File: src/rtl/hdm_pkg.sv
// Package with register map, field positions, reset values and video levels of the HDTV mode register bank.
package hdm_pkg;
   localparam int unsigned REG_AW = 5;
   localparam int unsigned REG_DW = 8;
   localparam int unsigned PIX_W = 10;
   localparam logic [4:0] ADDR_PIXEL_PATTERN = 5'h01;
   localparam logic [4:0] ADDR_DELAY = 5'h02;
   localparam logic [4:0] ADDR_SCAN_DAC = 5'h03;
   localparam logic [4:0] ADDR_COUNTER_RESET = 5'h04;
   localparam logic [4:0] ADDR_COLOUR_CONFIG = 5'h05;
   localparam logic [4:0] ADDR_COLOUR_Y = 5'h06;
   localparam logic [4:0] ADDR_COLOUR_CR = 5'h07;
   localparam logic [4:0] ADDR_COLOUR_CB = 5'h08;
   localparam logic [7:0] RST_PIXEL_PATTERN = 8'h00;
   localparam logic [7:0] RST_DELAY = 8'h00;
   localparam logic [7:0] RST_SCAN_DAC = 8'h38;
   localparam logic [7:0] RST_COUNTER_RESET = 8'h00;
   localparam logic [7:0] RST_COLOUR_CONFIG = 8'h00;
   localparam logic [7:0] RST_COLOUR_Y = 8'hA0;
   localparam logic [7:0] RST_COLOUR_CR = 8'h80;
   localparam logic [7:0] RST_COLOUR_CB = 8'h80;
   localparam logic [7:0] MASK_PIXEL_PATTERN = 8'h1F;
   localparam logic [7:0] MASK_DELAY = 8'h3F;
   localparam logic [7:0] MASK_SCAN_DAC = 8'h39;
   localparam logic [7:0] MASK_COUNTER_RESET = 8'h01;
   localparam logic [7:0] MASK_COLOUR_CONFIG = 8'h0E;
   localparam int unsigned BIT_PIXEL_GATE = 0;
   localparam int unsigned BIT_INPUT_FORMAT = 1;
   localparam int unsigned BIT_PATTERN_EN = 2;
   localparam int unsigned BIT_PATTERN_SHAPE = 3;
   localparam int unsigned BIT_VBI_OPEN = 4;
   localparam int unsigned LUMA_DLY_LSB = 0;
   localparam int unsigned CHROMA_DLY_LSB = 3;
   localparam int unsigned DLY_FIELD_W = 3;
   localparam int unsigned BIT_HD_SELECT = 0;
   localparam int unsigned BIT_DAC_A = 3;
   localparam int unsigned BIT_DAC_B = 4;
   localparam int unsigned BIT_DAC_C = 5;
   localparam int unsigned BIT_TIMING_RESET = 0;
   localparam int unsigned BIT_REVISION = 0;
   localparam int unsigned BIT_RGB_IN = 1;
   localparam int unsigned BIT_SYNC_INSERT = 2;
   localparam int unsigned BIT_COLOUR_SWAP = 3;
   localparam int unsigned MAX_DELAY = 4;
   localparam logic [9:0] LUMA_BLACK = 10'h040;
   localparam logic [9:0] CHROMA_BLACK = 10'h200;
   localparam logic [9:0] PIX_ZERO = 10'h000;
   localparam int unsigned VBI_FIRST_1080I = 7;
   localparam int unsigned VBI_LAST_1080I = 20;
   localparam int unsigned VBI_FIRST_720P = 6;
   localparam int unsigned VBI_LAST_720P = 25;
   localparam logic [3:0] BIT_COUNT_ACK = 4'h8;
   localparam logic [3:0] BIT_COUNT_END = 4'h9;
   typedef enum logic [2:0] {
      HDM_SER_IDLE = 3'b000,
      HDM_SER_ADDR = 3'b001,
      HDM_SER_SUB = 3'b010,
      HDM_SER_WR = 3'b011,
      HDM_SER_RD = 3'b100
   } hdm_ser_state_t;
endpackage

File: src/rtl/hdm_dly_if.sv
// Interface joining the video path to one of its pixel delay lines.
`timescale 1ns/1ps
interface hdm_dly_if #(parameter int unsigned W = 10, parameter int unsigned SW = 3);
   logic [W-1:0] din;
   logic [SW-1:0] dly;
   logic [W-1:0] dout;
   modport src (output din, output dly, input dout);
   modport line (input din, input dly, output dout);
endinterface

File: src/rtl/hdm_delay_line.sv
// Programmable pixel delay line of two to a fixed number of clocks.
`timescale 1ns/1ps
module hdm_delay_line #(
   parameter int unsigned W = 10,
   parameter int unsigned SW = 3,
   parameter int unsigned DEPTH = 4
) (
   input wire logic ref_clk,
   input wire logic nrst,
   hdm_dly_if.line port
);
   logic [W-1:0] stage_ff [DEPTH+1];
   logic [W-1:0] nxt_stage [DEPTH+1];
   logic [W-1:0] dout_ff;
   logic [W-1:0] nxt_dout;

   if (DEPTH < 1 || DEPTH >= (1 << SW)) begin : g_bad
      $error("Delay depth does not fit the select width.");
   end

   always_comb begin
      nxt_stage[0] = port.din;
      for (int i = 1; i <= DEPTH; i++) begin
         nxt_stage[i] = stage_ff[i-1];
      end
      // Settings above the depth clamp to the longest delay.
      if (port.dly > SW'(DEPTH)) begin
         nxt_dout = stage_ff[DEPTH];
      end else begin
         nxt_dout = stage_ff[port.dly];
      end
   end

   always_ff @(posedge ref_clk or negedge nrst) begin
      if (!nrst) begin
         for (int i = 0; i <= DEPTH; i++) begin
            stage_ff[i] <= '0;
         end
         dout_ff <= '0;
      end else begin
         stage_ff <= nxt_stage;
         dout_ff <= nxt_dout;
      end
   end

   assign port.dout = dout_ff;
endmodule // hdm_delay_line

File: src/rtl/hdm_mode_regs.sv
// Mode register bank with two-wire serial slave and the video path it steers.
`timescale 1ns/1ps
module hdm_mode_regs
   import hdm_pkg::*;
#(
   parameter logic [6:0] DEV_ADDR = 7'h2A,
   // Arbitrary revision value.
   parameter logic REVISION = 1'b0,
   parameter int unsigned LINE_PIXELS = 2200,
   parameter int unsigned FRAME_LINES = 1125,
   parameter int unsigned HSYNC_PIXELS = 44,
   parameter int unsigned HATCH_SHIFT = 4
) (
   input wire logic ref_clk,
   input wire logic nrst,
   input wire logic scl_in,
   input wire logic sda_in,
   output logic sda_out,
   output logic sda_oe,
   input wire logic std_is_720p,
   input wire logic [hdm_pkg::PIX_W-1:0] luma_input_pins,
   input wire logic [hdm_pkg::PIX_W-1:0] red_diff_input_pins,
   input wire logic [hdm_pkg::PIX_W-1:0] muxed_chroma_input_pins,
   output logic [hdm_pkg::PIX_W-1:0] dac_a_code,
   output logic [hdm_pkg::PIX_W-1:0] dac_b_code,
   output logic [hdm_pkg::PIX_W-1:0] dac_c_code,
   output logic dac_a_power,
   output logic dac_b_power,
   output logic dac_c_power,
   output logic high_definition_select,
   output logic rgb_input_select,
   output logic colour_sync_insert,
   output logic hsync_n,
   output logic timing_reset_pulse
);
   import hdm_pkg::*;

   localparam int unsigned HW = $clog2(LINE_PIXELS);
   localparam int unsigned VW = $clog2(FRAME_LINES + 1);

   if (LINE_PIXELS < 2 || FRAME_LINES < VBI_LAST_720P || HSYNC_PIXELS >= LINE_PIXELS) begin : g_bad
      $error("Line or frame size too small for the timing counters.");
   end

   // Serial pins pass two flip-flops; the third copy is only for edge detection.
   logic scl_s1_ff, scl_s2_ff, scl_d_ff, sda_s1_ff, sda_s2_ff, sda_d_ff;
   always_ff @(posedge ref_clk or negedge nrst) begin
      if (!nrst) begin
         scl_s1_ff <= 1'b1;
         scl_s2_ff <= 1'b1;
         scl_d_ff <= 1'b1;
         sda_s1_ff <= 1'b1;
         sda_s2_ff <= 1'b1;
         sda_d_ff <= 1'b1;
      end else begin
         scl_s1_ff <= scl_in;
         scl_s2_ff <= scl_s1_ff;
         scl_d_ff <= scl_s2_ff;
         sda_s1_ff <= sda_in;
         sda_s2_ff <= sda_s1_ff;
         sda_d_ff <= sda_s2_ff;
      end
   end

   logic scl_rise, scl_fall, bus_start, bus_stop;
   assign scl_rise = scl_s2_ff & ~scl_d_ff;
   assign scl_fall = ~scl_s2_ff & scl_d_ff;
   assign bus_start = scl_s2_ff & scl_d_ff & sda_d_ff & ~sda_s2_ff;
   assign bus_stop = scl_s2_ff & scl_d_ff & ~sda_d_ff & sda_s2_ff;

   hdm_ser_state_t ser_state_ff, nxt_ser_state;
   logic [3:0] bit_cnt_ff, nxt_bit_cnt;
   logic [7:0] rx_ff, nxt_rx, tx_ff, nxt_tx, rd_data;
   logic [REG_AW-1:0] ptr_ff, nxt_ptr;
   logic oe_ff, nxt_oe, nack_ff, nxt_nack, wr_stb;
   logic [7:0] pixel_pattern_reg_ff, delay_reg_ff, scan_dac_reg_ff, counter_reset_reg_ff, colour_config_reg_ff;
   logic [7:0] colour_y_ff, colour_cr_ff, colour_cb_ff;

   always_comb begin
      rd_data = 8'h00;
      unique case (ptr_ff)
         ADDR_PIXEL_PATTERN: rd_data = pixel_pattern_reg_ff;
         ADDR_DELAY: rd_data = delay_reg_ff;
         ADDR_SCAN_DAC: rd_data = scan_dac_reg_ff;
         ADDR_COUNTER_RESET: rd_data = counter_reset_reg_ff;
         ADDR_COLOUR_CONFIG: rd_data = {colour_config_reg_ff[7:1], REVISION};
         ADDR_COLOUR_Y: rd_data = colour_y_ff;
         ADDR_COLOUR_CR: rd_data = colour_cr_ff;
         ADDR_COLOUR_CB: rd_data = colour_cb_ff;
         default: rd_data = 8'h00;
      endcase
   end

   // Subaddress auto-increments after each data byte, so several registers fill in one transfer.
   always_comb begin
      nxt_ser_state = ser_state_ff;
      nxt_bit_cnt = bit_cnt_ff;
      nxt_rx = rx_ff;
      nxt_tx = tx_ff;
      nxt_ptr = ptr_ff;
      nxt_oe = oe_ff;
      nxt_nack = nack_ff;
      wr_stb = 1'b0;
      if (bus_stop) begin
         nxt_ser_state = HDM_SER_IDLE;
         nxt_oe = 1'b0;
      end else if (bus_start) begin
         nxt_ser_state = HDM_SER_ADDR;
         nxt_bit_cnt = 4'h0;
         nxt_oe = 1'b0;
      end else if (ser_state_ff != HDM_SER_IDLE) begin
         if (scl_rise) begin
            if (bit_cnt_ff < BIT_COUNT_ACK) begin
               nxt_rx = {rx_ff[6:0], sda_s2_ff};
            end else begin
               nxt_nack = sda_s2_ff;
            end
            nxt_bit_cnt = bit_cnt_ff + 4'h1;
         end else if (scl_fall) begin
            if (bit_cnt_ff == BIT_COUNT_ACK) begin
               unique case (ser_state_ff)
                  HDM_SER_ADDR: begin
                     if (rx_ff[7:1] == DEV_ADDR) begin
                        nxt_oe = 1'b1;
                     end else begin
                        nxt_ser_state = HDM_SER_IDLE;
                     end
                  end
                  HDM_SER_SUB: begin
                     nxt_ptr = rx_ff[REG_AW-1:0];
                     nxt_oe = 1'b1;
                  end
                  HDM_SER_WR: begin
                     wr_stb = 1'b1;
                     nxt_ptr = ptr_ff + 5'h01;
                     nxt_oe = 1'b1;
                  end
                  default: nxt_oe = 1'b0;
               endcase
            end else if (bit_cnt_ff == BIT_COUNT_END) begin
               nxt_bit_cnt = 4'h0;
               nxt_oe = 1'b0;
               unique case (ser_state_ff)
                  HDM_SER_ADDR: begin
                     if (rx_ff[0]) begin
                        nxt_ser_state = HDM_SER_RD;
                        nxt_tx = rd_data;
                        nxt_oe = ~rd_data[7];
                     end else begin
                        nxt_ser_state = HDM_SER_SUB;
                     end
                  end
                  HDM_SER_SUB: nxt_ser_state = HDM_SER_WR;
                  HDM_SER_WR: nxt_ser_state = HDM_SER_WR;
                  default: begin
                     if (nack_ff) begin
                        nxt_ser_state = HDM_SER_IDLE;
                     end else begin
                        nxt_ptr = ptr_ff + 5'h01;
                        nxt_tx = rd_data;
                        nxt_oe = ~rd_data[7];
                     end
                  end
               endcase
            end else if (ser_state_ff == HDM_SER_RD) begin
               nxt_tx = {tx_ff[6:0], 1'b0};
               nxt_oe = ~tx_ff[6];
            end
         end
      end
   end

   always_ff @(posedge ref_clk or negedge nrst) begin
      if (!nrst) begin
         ser_state_ff <= HDM_SER_IDLE;
         bit_cnt_ff <= 4'h0;
         rx_ff <= 8'h00;
         tx_ff <= 8'h00;
         ptr_ff <= 5'h00;
         oe_ff <= 1'b0;
         nack_ff <= 1'b0;
      end else begin
         ser_state_ff <= nxt_ser_state;
         bit_cnt_ff <= nxt_bit_cnt;
         rx_ff <= nxt_rx;
         tx_ff <= nxt_tx;
         ptr_ff <= nxt_ptr;
         oe_ff <= nxt_oe;
         nack_ff <= nxt_nack;
      end
   end

   assign sda_out = 1'b0;
   assign sda_oe = oe_ff;

   // Reserved bits are masked on write and read as zero.
   logic [7:0] nxt_pp, nxt_dl, nxt_sd, nxt_cr, nxt_cc, nxt_cy, nxt_ccr, nxt_ccb;
   always_comb begin
      nxt_pp = pixel_pattern_reg_ff;
      nxt_dl = delay_reg_ff;
      nxt_sd = scan_dac_reg_ff;
      nxt_cr = counter_reset_reg_ff;
      nxt_cc = colour_config_reg_ff;
      nxt_cy = colour_y_ff;
      nxt_ccr = colour_cr_ff;
      nxt_ccb = colour_cb_ff;
      if (wr_stb) begin
         unique case (ptr_ff)
            ADDR_PIXEL_PATTERN: nxt_pp = rx_ff & MASK_PIXEL_PATTERN;
            ADDR_DELAY: nxt_dl = rx_ff & MASK_DELAY;
            ADDR_SCAN_DAC: nxt_sd = rx_ff & MASK_SCAN_DAC;
            ADDR_COUNTER_RESET: nxt_cr = rx_ff & MASK_COUNTER_RESET;
            ADDR_COLOUR_CONFIG: nxt_cc = rx_ff & MASK_COLOUR_CONFIG;
            ADDR_COLOUR_Y: nxt_cy = rx_ff;
            ADDR_COLOUR_CR: nxt_ccr = rx_ff;
            ADDR_COLOUR_CB: nxt_ccb = rx_ff;
            default: nxt_pp = pixel_pattern_reg_ff;
         endcase
      end
   end

   always_ff @(posedge ref_clk or negedge nrst) begin
      if (!nrst) begin
         pixel_pattern_reg_ff <= RST_PIXEL_PATTERN;
         delay_reg_ff <= RST_DELAY;
         scan_dac_reg_ff <= RST_SCAN_DAC;
         counter_reset_reg_ff <= RST_COUNTER_RESET;
         colour_config_reg_ff <= RST_COLOUR_CONFIG;
         colour_y_ff <= RST_COLOUR_Y;
         colour_cr_ff <= RST_COLOUR_CR;
         colour_cb_ff <= RST_COLOUR_CB;
      end else begin
         pixel_pattern_reg_ff <= nxt_pp;
         delay_reg_ff <= nxt_dl;
         scan_dac_reg_ff <= nxt_sd;
         counter_reset_reg_ff <= nxt_cr;
         colour_config_reg_ff <= nxt_cc;
         colour_y_ff <= nxt_cy;
         colour_cr_ff <= nxt_ccr;
         colour_cb_ff <= nxt_ccb;
      end
   end

   // Timing counters; the reset sequence must see a rise before the fall that fires it.
   logic trst_prev_ff, nxt_trst_prev, trst_armed_ff, nxt_trst_armed, trst_pulse;
   logic [HW-1:0] h_cnt_ff, nxt_h_cnt;
   logic [VW-1:0] v_cnt_ff, nxt_v_cnt;
   logic trst_bit;
   assign trst_bit = counter_reset_reg_ff[BIT_TIMING_RESET];

   always_comb begin
      nxt_trst_prev = trst_bit;
      nxt_trst_armed = trst_armed_ff;
      trst_pulse = 1'b0;
      if (trst_bit && !trst_prev_ff) begin
         nxt_trst_armed = 1'b1;
      end else if (!trst_bit && trst_prev_ff && trst_armed_ff) begin
         trst_pulse = 1'b1;
         nxt_trst_armed = 1'b0;
      end
      nxt_h_cnt = h_cnt_ff;
      nxt_v_cnt = v_cnt_ff;
      if (trst_pulse) begin
         nxt_h_cnt = '0;
         nxt_v_cnt = VW'(1);
      end else if (h_cnt_ff == HW'(LINE_PIXELS - 1)) begin
         nxt_h_cnt = '0;
         nxt_v_cnt = (v_cnt_ff == VW'(FRAME_LINES)) ? VW'(1) : v_cnt_ff + VW'(1);
      end else begin
         nxt_h_cnt = h_cnt_ff + HW'(1);
      end
   end

   always_ff @(posedge ref_clk or negedge nrst) begin
      if (!nrst) begin
         trst_prev_ff <= 1'b0;
         trst_armed_ff <= 1'b0;
         h_cnt_ff <= '0;
         v_cnt_ff <= VW'(1);
      end else begin
         trst_prev_ff <= nxt_trst_prev;
         trst_armed_ff <= nxt_trst_armed;
         h_cnt_ff <= nxt_h_cnt;
         v_cnt_ff <= nxt_v_cnt;
      end
   end

   // Pixel source selection; gate, pattern and blanking all act before the delay lines.
   logic gate, fmt_444, pat_en, pat_solid, vbi_open, rgb, swap, in_vbi, on_grid;
   logic [PIX_W-1:0] y_src, b_src, c_src, pat_y, pat_b, pat_c;
   assign gate = pixel_pattern_reg_ff[BIT_PIXEL_GATE];
   assign fmt_444 = pixel_pattern_reg_ff[BIT_INPUT_FORMAT];
   assign pat_en = pixel_pattern_reg_ff[BIT_PATTERN_EN];
   assign pat_solid = pixel_pattern_reg_ff[BIT_PATTERN_SHAPE];
   assign vbi_open = pixel_pattern_reg_ff[BIT_VBI_OPEN];
   assign rgb = colour_config_reg_ff[BIT_RGB_IN];
   assign swap = colour_config_reg_ff[BIT_COLOUR_SWAP];

   always_comb begin
      if (std_is_720p) begin
         in_vbi = (v_cnt_ff >= VW'(VBI_FIRST_720P)) && (v_cnt_ff <= VW'(VBI_LAST_720P));
      end else begin
         in_vbi = (v_cnt_ff >= VW'(VBI_FIRST_1080I)) && (v_cnt_ff <= VW'(VBI_LAST_1080I));
      end
      on_grid = (h_cnt_ff[HATCH_SHIFT-1:0] == '0) || (v_cnt_ff[HATCH_SHIFT-1:0] == '0);
      // Pattern colour registers are 8-bit; they map onto the top of the 10-bit code.
      pat_y = {colour_y_ff, 2'b00};
      pat_b = swap ? {colour_cb_ff, 2'b00} : {colour_cr_ff, 2'b00};
      pat_c = swap ? {colour_cr_ff, 2'b00} : {colour_cb_ff, 2'b00};
      if (!pat_solid && !on_grid) begin
         pat_y = LUMA_BLACK;
         pat_b = CHROMA_BLACK;
         pat_c = CHROMA_BLACK;
      end
      y_src = luma_input_pins;
      if (rgb) begin
         b_src = red_diff_input_pins;
         c_src = muxed_chroma_input_pins;
      end else if (fmt_444) begin
         b_src = swap ? muxed_chroma_input_pins : red_diff_input_pins;
         c_src = swap ? red_diff_input_pins : muxed_chroma_input_pins;
      end else begin
         b_src = CHROMA_BLACK;
         c_src = muxed_chroma_input_pins;
      end
      if (!gate || (in_vbi && !vbi_open && !pat_en)) begin
         y_src = LUMA_BLACK;
         b_src = rgb ? LUMA_BLACK : CHROMA_BLACK;
         c_src = rgb ? LUMA_BLACK : CHROMA_BLACK;
      end else if (pat_en) begin
         y_src = pat_y;
         b_src = pat_b;
         c_src = pat_c;
      end
   end

   hdm_dly_if #(.W(PIX_W), .SW(DLY_FIELD_W)) y_dly ();
   hdm_dly_if #(.W(PIX_W), .SW(DLY_FIELD_W)) b_dly ();
   hdm_dly_if #(.W(PIX_W), .SW(DLY_FIELD_W)) c_dly ();
   assign y_dly.din = y_src;
   assign b_dly.din = b_src;
   assign c_dly.din = c_src;
   assign y_dly.dly = delay_reg_ff[LUMA_DLY_LSB +: DLY_FIELD_W];
   assign b_dly.dly = delay_reg_ff[CHROMA_DLY_LSB +: DLY_FIELD_W];
   assign c_dly.dly = delay_reg_ff[CHROMA_DLY_LSB +: DLY_FIELD_W];

   hdm_delay_line #(.W(PIX_W), .SW(DLY_FIELD_W), .DEPTH(MAX_DELAY)) u_y_dly (
      .ref_clk(ref_clk),
      .nrst(nrst),
      .port(y_dly.line)
   );
   hdm_delay_line #(.W(PIX_W), .SW(DLY_FIELD_W), .DEPTH(MAX_DELAY)) u_b_dly (
      .ref_clk(ref_clk),
      .nrst(nrst),
      .port(b_dly.line)
   );
   hdm_delay_line #(.W(PIX_W), .SW(DLY_FIELD_W), .DEPTH(MAX_DELAY)) u_c_dly (
      .ref_clk(ref_clk),
      .nrst(nrst),
      .port(c_dly.line)
   );

   // A powered-down DAC sees a zero code so it cannot draw current from stale data.
   logic [PIX_W-1:0] dac_a_ff, dac_b_ff, dac_c_ff, nxt_dac_a, nxt_dac_b, nxt_dac_c;
   logic hsync_n_ff, nxt_hsync_n;
   always_comb begin
      nxt_dac_a = scan_dac_reg_ff[BIT_DAC_A] ? y_dly.dout : PIX_ZERO;
      nxt_dac_b = scan_dac_reg_ff[BIT_DAC_B] ? b_dly.dout : PIX_ZERO;
      nxt_dac_c = scan_dac_reg_ff[BIT_DAC_C] ? c_dly.dout : PIX_ZERO;
      nxt_hsync_n = !(h_cnt_ff < HW'(HSYNC_PIXELS));
   end

   always_ff @(posedge ref_clk or negedge nrst) begin
      if (!nrst) begin
         dac_a_ff <= PIX_ZERO;
         dac_b_ff <= PIX_ZERO;
         dac_c_ff <= PIX_ZERO;
         hsync_n_ff <= 1'b1;
      end else begin
         dac_a_ff <= nxt_dac_a;
         dac_b_ff <= nxt_dac_b;
         dac_c_ff <= nxt_dac_c;
         hsync_n_ff <= nxt_hsync_n;
      end
   end

   assign dac_a_code = dac_a_ff;
   assign dac_b_code = dac_b_ff;
   assign dac_c_code = dac_c_ff;
   assign dac_a_power = scan_dac_reg_ff[BIT_DAC_A];
   assign dac_b_power = scan_dac_reg_ff[BIT_DAC_B];
   assign dac_c_power = scan_dac_reg_ff[BIT_DAC_C];
   assign high_definition_select = scan_dac_reg_ff[BIT_HD_SELECT];
   assign rgb_input_select = rgb;
   assign colour_sync_insert = colour_config_reg_ff[BIT_SYNC_INSERT] & ~rgb;
   assign hsync_n = hsync_n_ff;
   assign timing_reset_pulse = trst_pulse;
endmodule // hdm_mode_regs

File: config.mk
export PLATFORM = sky130hd
export DESIGN_NAME = hdm_mode_regs
export DESIGN_NICKNAME = d
export VERILOG_FILES = /design/src/rtl/hdm_pkg.sv /design/src/rtl/hdm_dly_if.sv /design/src/rtl/hdm_delay_line.sv /design/src/rtl/hdm_mode_regs.sv
export SDC_FILE = /design/constraint.sdc
export NUM_CORES = 1
export LEC_CHECK = 0
export BUFFER_PORTS_ARGS = -buffer_cell sky130_fd_sc_hd__buf_4
export CORE_ASPECT_RATIO = 0.6
export CORE_MARGIN = 3
export CORE_UTILIZATION = 65
export CTS_BUF_LIST = sky130_fd_sc_hd__clkbuf_16
export CTS_CLUSTER_SIZE = 40
export DETAILED_ROUTE_END_ITERATION = 8
export PLACE_DENSITY = 0.84
export SYNTH_ARGS = -nofsm -noshare
export SYNTH_HDL_FRONTEND = slang
export SYNTH_SLANG_ARGS = --single-unit
File: constraint.sdc
create_clock -name ref_clk -period 5.9 [get_ports ref_clk]
set_input_delay 1.475 -clock ref_clk [delete_from_list [all_inputs] [get_ports ref_clk]]
set_output_delay 1.475 -clock ref_clk [all_outputs]
set_load 0.005 [all_outputs]
Word-level counts from Yosys, hierarchy flattened. Cells that the tools add are included.

Register bits: 314. ROM bits: 0. Word-level logic and storage cells: 253. Output and inout port bits: 40. Bits of input ports: 35. Latch bits: 0. Bits in writable memories: 0. Memories kept: 0.

Mux-type cells: 92. Order comparisons: 10. Bitwise logic cells: 22. Reduce and logical (&&, ||, !) cells: 50. Multipliers: 0. Shift operators: 0. Equal/unequal tests: 28. Divide/modulo/power cells: 0. Add/sub/neg operators: 4.

Operator list (count): 2-to-1 mux 10 bit (30); binary-select mux 10 bit (select 3 bit) (3); case mux 8 bit (8 select lines) (1); 2-to-1 mux 11 bit (3); 2-to-1 mux 3 bit (11); 2-to-1 mux 7 bit (4); 2-to-1 mux 12 bit (2); 2-to-1 mux 4 bit (6); 2-to-1 mux 1 bit (23); >= comparator 11 x 3 -> 1 bit, second input constant (2); <= comparator 11 x 5 -> 1 bit, second input constant (2); equality test 5 x 3 -> 1 bit, second input constant (4); 2-to-1 mux 5 bit (4); AND reduction 5 bit (4); AND reduction 2 bit (8); nonzero test 3 bit (5); case mux 7 bit (2 select lines) (1); adder 12 x 1 -> 12 bit, second input constant (1); equality test 12 bit, second input constant (1); less-than comparator 12 x 6 -> 1 bit, second input constant (1); NOT 1 bit (12); adder 11 x 1 -> 11 bit, second input constant (1); equality test 11 bit, second input constant (1); equality test 5 x 2 -> 1 bit, second input constant (2); 37 further kinds (74).

Depth between registers and ports, before layout.
Depth after elaboration: 12. Depth in mapped cells: 9. Gate-level depth less buffers: 7.

Hierarchy. From an unflattened synthesis, not the netlist that was laid out.

Cell total of the unflattened synthesis: 1047. Area total of the unflattened synthesis: 13490.4 sq um.

By module, submodules not included: hdm_mode_regs (seq. area each 3372.0 sq um, area each 7372.1 sq um, times used 1, cells an instance 696); hdm_delay_line (seq. area each 1501.4 sq um, area each 2039.5 sq um, times used 3, cells an instance 117).

Worst setup path before layout. No wires, ideal clock.

Path kind: input to register. From: input port std_is_720p. To: register u_c_dly.stage_ff (netlist bit u_c_dly.nxt_stage[38]). Stages on the path: 6. Path buffers: 1. Setup time: 0.119 ns. Arrival time: 2.294 ns. Required time: 5.781 ns. Path slack: 3.487 ns. Cells stage by stage: a21oi_1 -> o41ai_1 -> o22ai_1 -> a21oi_2 -> buf_2 -> and2_1.

Cells in the longest elaborated chain, start to end: 5.

RTL lines: start, declared (line hdm_mode_regs.sv:20) `input wire logic std_is_720p,`; 2-to-1 mux 1 bit (line hdm_mode_regs.sv:300) `if (std_is_720p) begin`; logical AND 1 bit (2 in a row) (line hdm_mode_regs.sv:326) `if (!gate || (in_vbi && !vbi_open && !pat_en)) begin`; logical OR 1 bit (line hdm_mode_regs.sv:326); 2-to-1 mux 10 bit (line hdm_mode_regs.sv:326); via c_dly.din[8] (line hdm_dly_if.sv:4) `logic [W-1:0] din;`; end signal, assigned (line hdm_delay_line.sv:41) `stage_ff <= nxt_stage;`; end, declared (line hdm_delay_line.sv:12) `logic [W-1:0] stage_ff [DEPTH+1];`.

The timed path passes the listed nets, and every way through them passes these cells. A chain may end at the register's enable or synchronous reset.

Worst setup path after layout.
From: register counter_reset_reg_ff[0]. To: output port timing_reset_pulse.

Cells in the longest elaborated chain, start to end: 5. Elaborated cells on any way between the ends: 6. Classes of those cells: mux (2); reduce/logical (4).

RTL lines: start, declared (line hdm_mode_regs.sv:76) `logic [7:0] pixel_pattern_reg_ff, delay_reg_ff, scan_dac_reg_ff, counter_reset_reg_ff, colour_config_reg_ff;`; start signal, assigned (line hdm_mode_regs.sv:236) `counter_reset_reg_ff <= nxt_cr;`; zero test 1 bit (line hdm_mode_regs.sv:257) `end else if (!trst_bit && trst_prev_ff && trst_armed_ff) begin`; logical AND 1 bit (2 in a row) (line hdm_mode_regs.sv:257); 2-to-1 mux 1 bit (line hdm_mode_regs.sv:257); 2-to-1 mux 1 bit * (line hdm_mode_regs.sv:255) `if (trst_bit && !trst_prev_ff) begin`; end, declared (line hdm_mode_regs.sv:34) `output logic timing_reset_pulse`.

Mark *: on every way between the ends. The rest lies on a longest branch, timed or not.

==> results.md <==
- The initial antenna violation count is 0.
- Of all nets on the critical path, the largest fanout is 5.
- In the global route stage, met3 resource usage came out at 0.0521.
- The reg-to-reg critical path startpoint is bit_cnt_ff[1].
- The first routing iteration left between 800 and 900 violations.
- The worst min-delay path class is register to register.
- The tool flagged a number of max-cap violations equal to 0.
- The critical path arrival is 1.52 ns.
- The CTS root buffer is sky130_fd_sc_hd__clkbuf_16.
- The total number of clock tree sinks is about 310.
- Detailed routing inserted a total of 8101 vias.
- The post-synthesis net count is between 1000 and 1500.
- The critical path in this run is classified as register to primary output.
- Setup repair after global routing left no endpoint under its margin.
- The maximum operating frequency is between 300 and 400 MHz.
- Of the total power, the share spent switching nets is 0.219.
- In this run, CTS created clock tree buffers numbering 28.
- The met1 global-route usage is 0.416.
- The count of pins over their slew limit was 0.
- STA classifies the critical path endpoint as a primary output.
- Data on the critical path is required at its endpoint by between 4 and 5 ns.
- During I/O placement, the number of pins put on the boundary was 75.
- The final antenna-violating net count is 0.
- Post-CTS timing repair inserted 0 buffers for setup.
- The global-route usage over all layers is 0.262.
- TritonCTS built the clock tree.
- The worst clock skew is approximately 0.014 ns.
- The routed length per placed instance is 21.4 um.
- The initial utilization of the core area, before any placement, comes to 0.673.
- The type of origin of the critical path is a register.
- The power per unit of standard cell area is 279 nW/um^2.
- The minimum clock period is roughly 3.0 ns.
- The share of the Yosys chip area taken by registers is 0.608.
- In this run the most used layer during global routing was met1.
- In this run the number of H-tree levels came out at 1.
- The fraction of registers with async set/reset is 1.00.
- The combinational power share is 0.034.
- The analysis attributes to cell leakage a power of around 6.7 nW.
- The detailed-route DRC error count is 0.
- The clock reaches the later pin of the worst-skew pair after between 0.5 and 0.6 ns.
- The pre-CTS setup slack is between 3 and 4 ns.
- The share of total power dissipated in the clock network is 0.425.
- The pre-antenna-repair detailed-routing pass consisted of 5 iterations.
- During synthesis, Yosys emitted a total of 0 warnings.
- After clock tree synthesis, the flow added hold-fix buffers numbering 0.
- The setup slack after layout is approximately 2.9 ns.
- The cell-internal power is 3.17 mW.
- Dividing the final minimum period by the clock period gives 0.508.
- Counting flops with a built-in enable in the synthesized netlist gives 0.
- Setup violations remaining at the end of the flow were counted as 0.
- The run finished with clean final reports.
- The overall overflow remaining after global route is 0.
- The floorplan step defined a die boundary enclosing around 22000 um^2.
- Entering global routing, the biggest net connects between 100 and 150 pins.
- The share of post-route cells with drive strength above 1 is 0.266.
- For this design the total switching power over the nets is about 0.89 mW.
- The number of distinct library cells after synthesis is 84.
- The number of buffer cells added on primary ports is between 70 and 80.
- After floorplanning, the core was sized to cover 19300 um^2.
- The area growth from synthesis to layout is 12.0%.
- Counting along the longest clock path gives a buffer depth of 3.
- The routability congestion estimate from global placement is slightly above 0.9.
- The count of instances resized after the clock tree is built is 0.
- The transition at the pin with the smallest max-transition slack is ~1.2 ns.
- The final net count is 1059.
- Of the total power, registers draw 0.540.
- The number of instances in the synthesized netlist is between 900 and 1000.
- The x dimension of the die is between 150 and 200 um.
- The clock transition at the register clock pins on the worst setup and hold paths after CTS is 0.06 ns.
- The global-route track usage on met2 is 0.385.
- A synthesized cell averages approximately 14 um^2.
- The first global-routing pass estimated between 40000 and 50000 um of wire.
- The worst setup path startpoint is counter_reset_reg_ff[0].
- Measured along the y axis, the die boundary spans between 100 and 150 um.
- After synthesis the netlist holds a flip-flop and latch count of 314.
- The via-per-instance ratio is approximately 6.3.
- The final setup TNS is 0 ns.
- The number of global-route vias before repair was between 8000 and 9000.
- The worst relative slew slack is 0.223.
- The synthesized netlist occupies a cell area of roughly 13000 um^2.
- After legalization and detailed placement, the total HPWL measured 18400 um.
- The number of failing hold endpoints at the final stage was 0.
- The start point of the worst hold path is sda_s1_ff.
- In this run the core area contains 39 standard-cell rows.
- The repair_antennas step left the layout with diodes totalling 0.
- Across the VDD grid, the largest voltage drop is between 0.0002 and 0.00025 V.
- The total length of routed wires is roughly 28000 um.
- The most used flip-flop cell after synthesis is sky130_fd_sc_hd__dfrtp_1.
power by group through the flow:
stage          combinational [mW]  sequential, mW  clock (mW)
5_1_grt                     0.157            2.19        1.85
2_1_floorplan              0.0640            2.22           0
3_3_place_gp                0.138            2.23           0
4_1_cts                     0.142            2.19        1.75
6_report                    0.139            2.19        1.73
3_5_place_dp                0.140            2.23           0
cell usage in the layout (no fill, tap or decap), types with 5 or more instances in the layout:
master,instances
sky130_fd_sc_hd__a21oi_1,17
sky130_fd_sc_hd__a22o_1,5
sky130_fd_sc_hd__a22oi_1,15
sky130_fd_sc_hd__a31oi_1,12
sky130_fd_sc_hd__and2_1,46
sky130_fd_sc_hd__buf_4,78
sky130_fd_sc_hd__clkbuf_16,28
sky130_fd_sc_hd__clkinv_1,7
sky130_fd_sc_hd__dfrtp_1,299
sky130_fd_sc_hd__dfstp_2,15
sky130_fd_sc_hd__ha_1,18
sky130_fd_sc_hd__inv_1,34
sky130_fd_sc_hd__mux2_2,87
sky130_fd_sc_hd__mux2i_1,34
sky130_fd_sc_hd__mux4_2,30
sky130_fd_sc_hd__nand2_1,32
sky130_fd_sc_hd__nand2b_1,7
sky130_fd_sc_hd__nand3_1,14
sky130_fd_sc_hd__nand4_1,7
sky130_fd_sc_hd__nor2_1,37
sky130_fd_sc_hd__nor2b_1,21
sky130_fd_sc_hd__nor3_1,11
sky130_fd_sc_hd__nor4_1,5
sky130_fd_sc_hd__o211ai_1,5
sky130_fd_sc_hd__o21ai_0,24
sky130_fd_sc_hd__o21ai_1,7
sky130_fd_sc_hd__o22ai_1,22
sky130_fd_sc_hd__xor2_1,9
synthesized netlist by cell type, types with 12 or more instances:
cell / instances / area, um^2
sky130_fd_sc_hd__nand2_1: 32 / 120
sky130_fd_sc_hd__mux2_2: 87 / 980
sky130_fd_sc_hd__o22ai_1: 22 / 138
sky130_fd_sc_hd__dfrtp_1: 299 / 7480
sky130_fd_sc_hd__nand3_1: 14 / 70.1
sky130_fd_sc_hd__o21ai_0: 24 / 120
sky130_fd_sc_hd__mux4_2: 30 / 676
sky130_fd_sc_hd__nor2_1: 37 / 139
sky130_fd_sc_hd__ha_1: 18 / 225
sky130_fd_sc_hd__clkbuf_1: 21 / 78.8
sky130_fd_sc_hd__a21oi_1: 17 / 85.1
sky130_fd_sc_hd__a22oi_1: 15 / 113
sky130_fd_sc_hd__mux2i_1: 34 / 340
sky130_fd_sc_hd__dfstp_2: 15 / 394
sky130_fd_sc_hd__and2_1: 46 / 288
sky130_fd_sc_hd__a31oi_1: 12 / 75.1
sky130_fd_sc_hd__buf_2: 21 / 105
sky130_fd_sc_hd__inv_1: 25 / 93.8
sky130_fd_sc_hd__nor2b_1: 21 / 131
logic make-up (layout without fill, tap and decap cells):
kind of cell,Yosys count,count (layout),synth area share
flip-flops,314,314,0.608
other,1,1,0.000289
adder cells (fa/ha/maj),19,19,0.0181
multiplexers,151,151,0.154
AND/OR/NAND/NOR,217,217,0.0972
AO/OA/AOI/OAI,155,155,0.0849
buffers and inverters,80,156,0.0280
XOR/XNOR,14,14,0.0100
critical path: stages (launching register included):
cell and delay, ns:
sky130_fd_sc_hd__dfrtp_1 0.44, sky130_fd_sc_hd__and3b_1 0.38, sky130_fd_sc_hd__buf_4 0.16
cell type report:
cell class / count / area [um^2]
flip-flops and latches: 314 / 7880
inverters: 25 / 93.8
well taps: 266 / 333
clock buffers: 28 / 701
clock inverters: 23 / 170
multi-input cells: 557 / 4730
repair buffers: 80 / 621
fillers: 1188 / 4750
metrics by stage:
| stage | hold slack, ns | std cells | power [mW] | utilization | area, um^2 |
|---|---|---|---|---|---|
| after detailed placement | 0.347 | 1242 | 2.37 | 0.708 | 13600 |
| after CTS | 0.356 | 1293 | 4.09 | 0.753 | 14500 |
| after floorplan | 0.345 | 951 | 2.28 | - | 13000 |
| after global routing | 0.366 | 1293 | 4.20 | 0.753 | 14500 |
| after global placement | 0.347 | 1242 | 2.37 | 0.708 | 13600 |
| final | 0.355 | 1293 | 4.06 | 0.753 | 14500 |
sequential cells by signal, indices dropped and copies added, names as in the netlist, 10 cells and up:
name               count
u_b_dly.nxt_stage     40
u_c_dly.nxt_stage     40
u_y_dly.nxt_stage     40
h_cnt_ff              12
v_cnt_ff              11
dac_a_code            10
dac_b_code            10
dac_c_code            10
u_b_dly.port.dout     10
u_b_dly.stage_ff      10
u_c_dly.port.dout     10
u_c_dly.stage_ff      10
u_y_dly.port.dout     10
u_y_dly.stage_ff      10
worst paths after layout:
kind	endpoint	slack (ns)	cells past startpoint
setup / recovery	timing_reset_pulse	2.90	2
max in group asynchronous	v_cnt_ff[6]	3.76	2
hold / removal	sda_s2_ff	0.35	0
setup reg to reg	tx_ff[6]	3.07	7
min in group asynchronous	dac_a_code[1]	0.97	1
hold reg to reg	sda_s2_ff	0.35	0
layer usage:
metal | vias up | routed length, um
met1 | 4189 | 12600
met3 | 43 | 2410
met2 | 336 | 12300
met4 | 0 | 368
met5 | - | 0
li1 | 3533 | -
(Power assumes the default switching activity.)
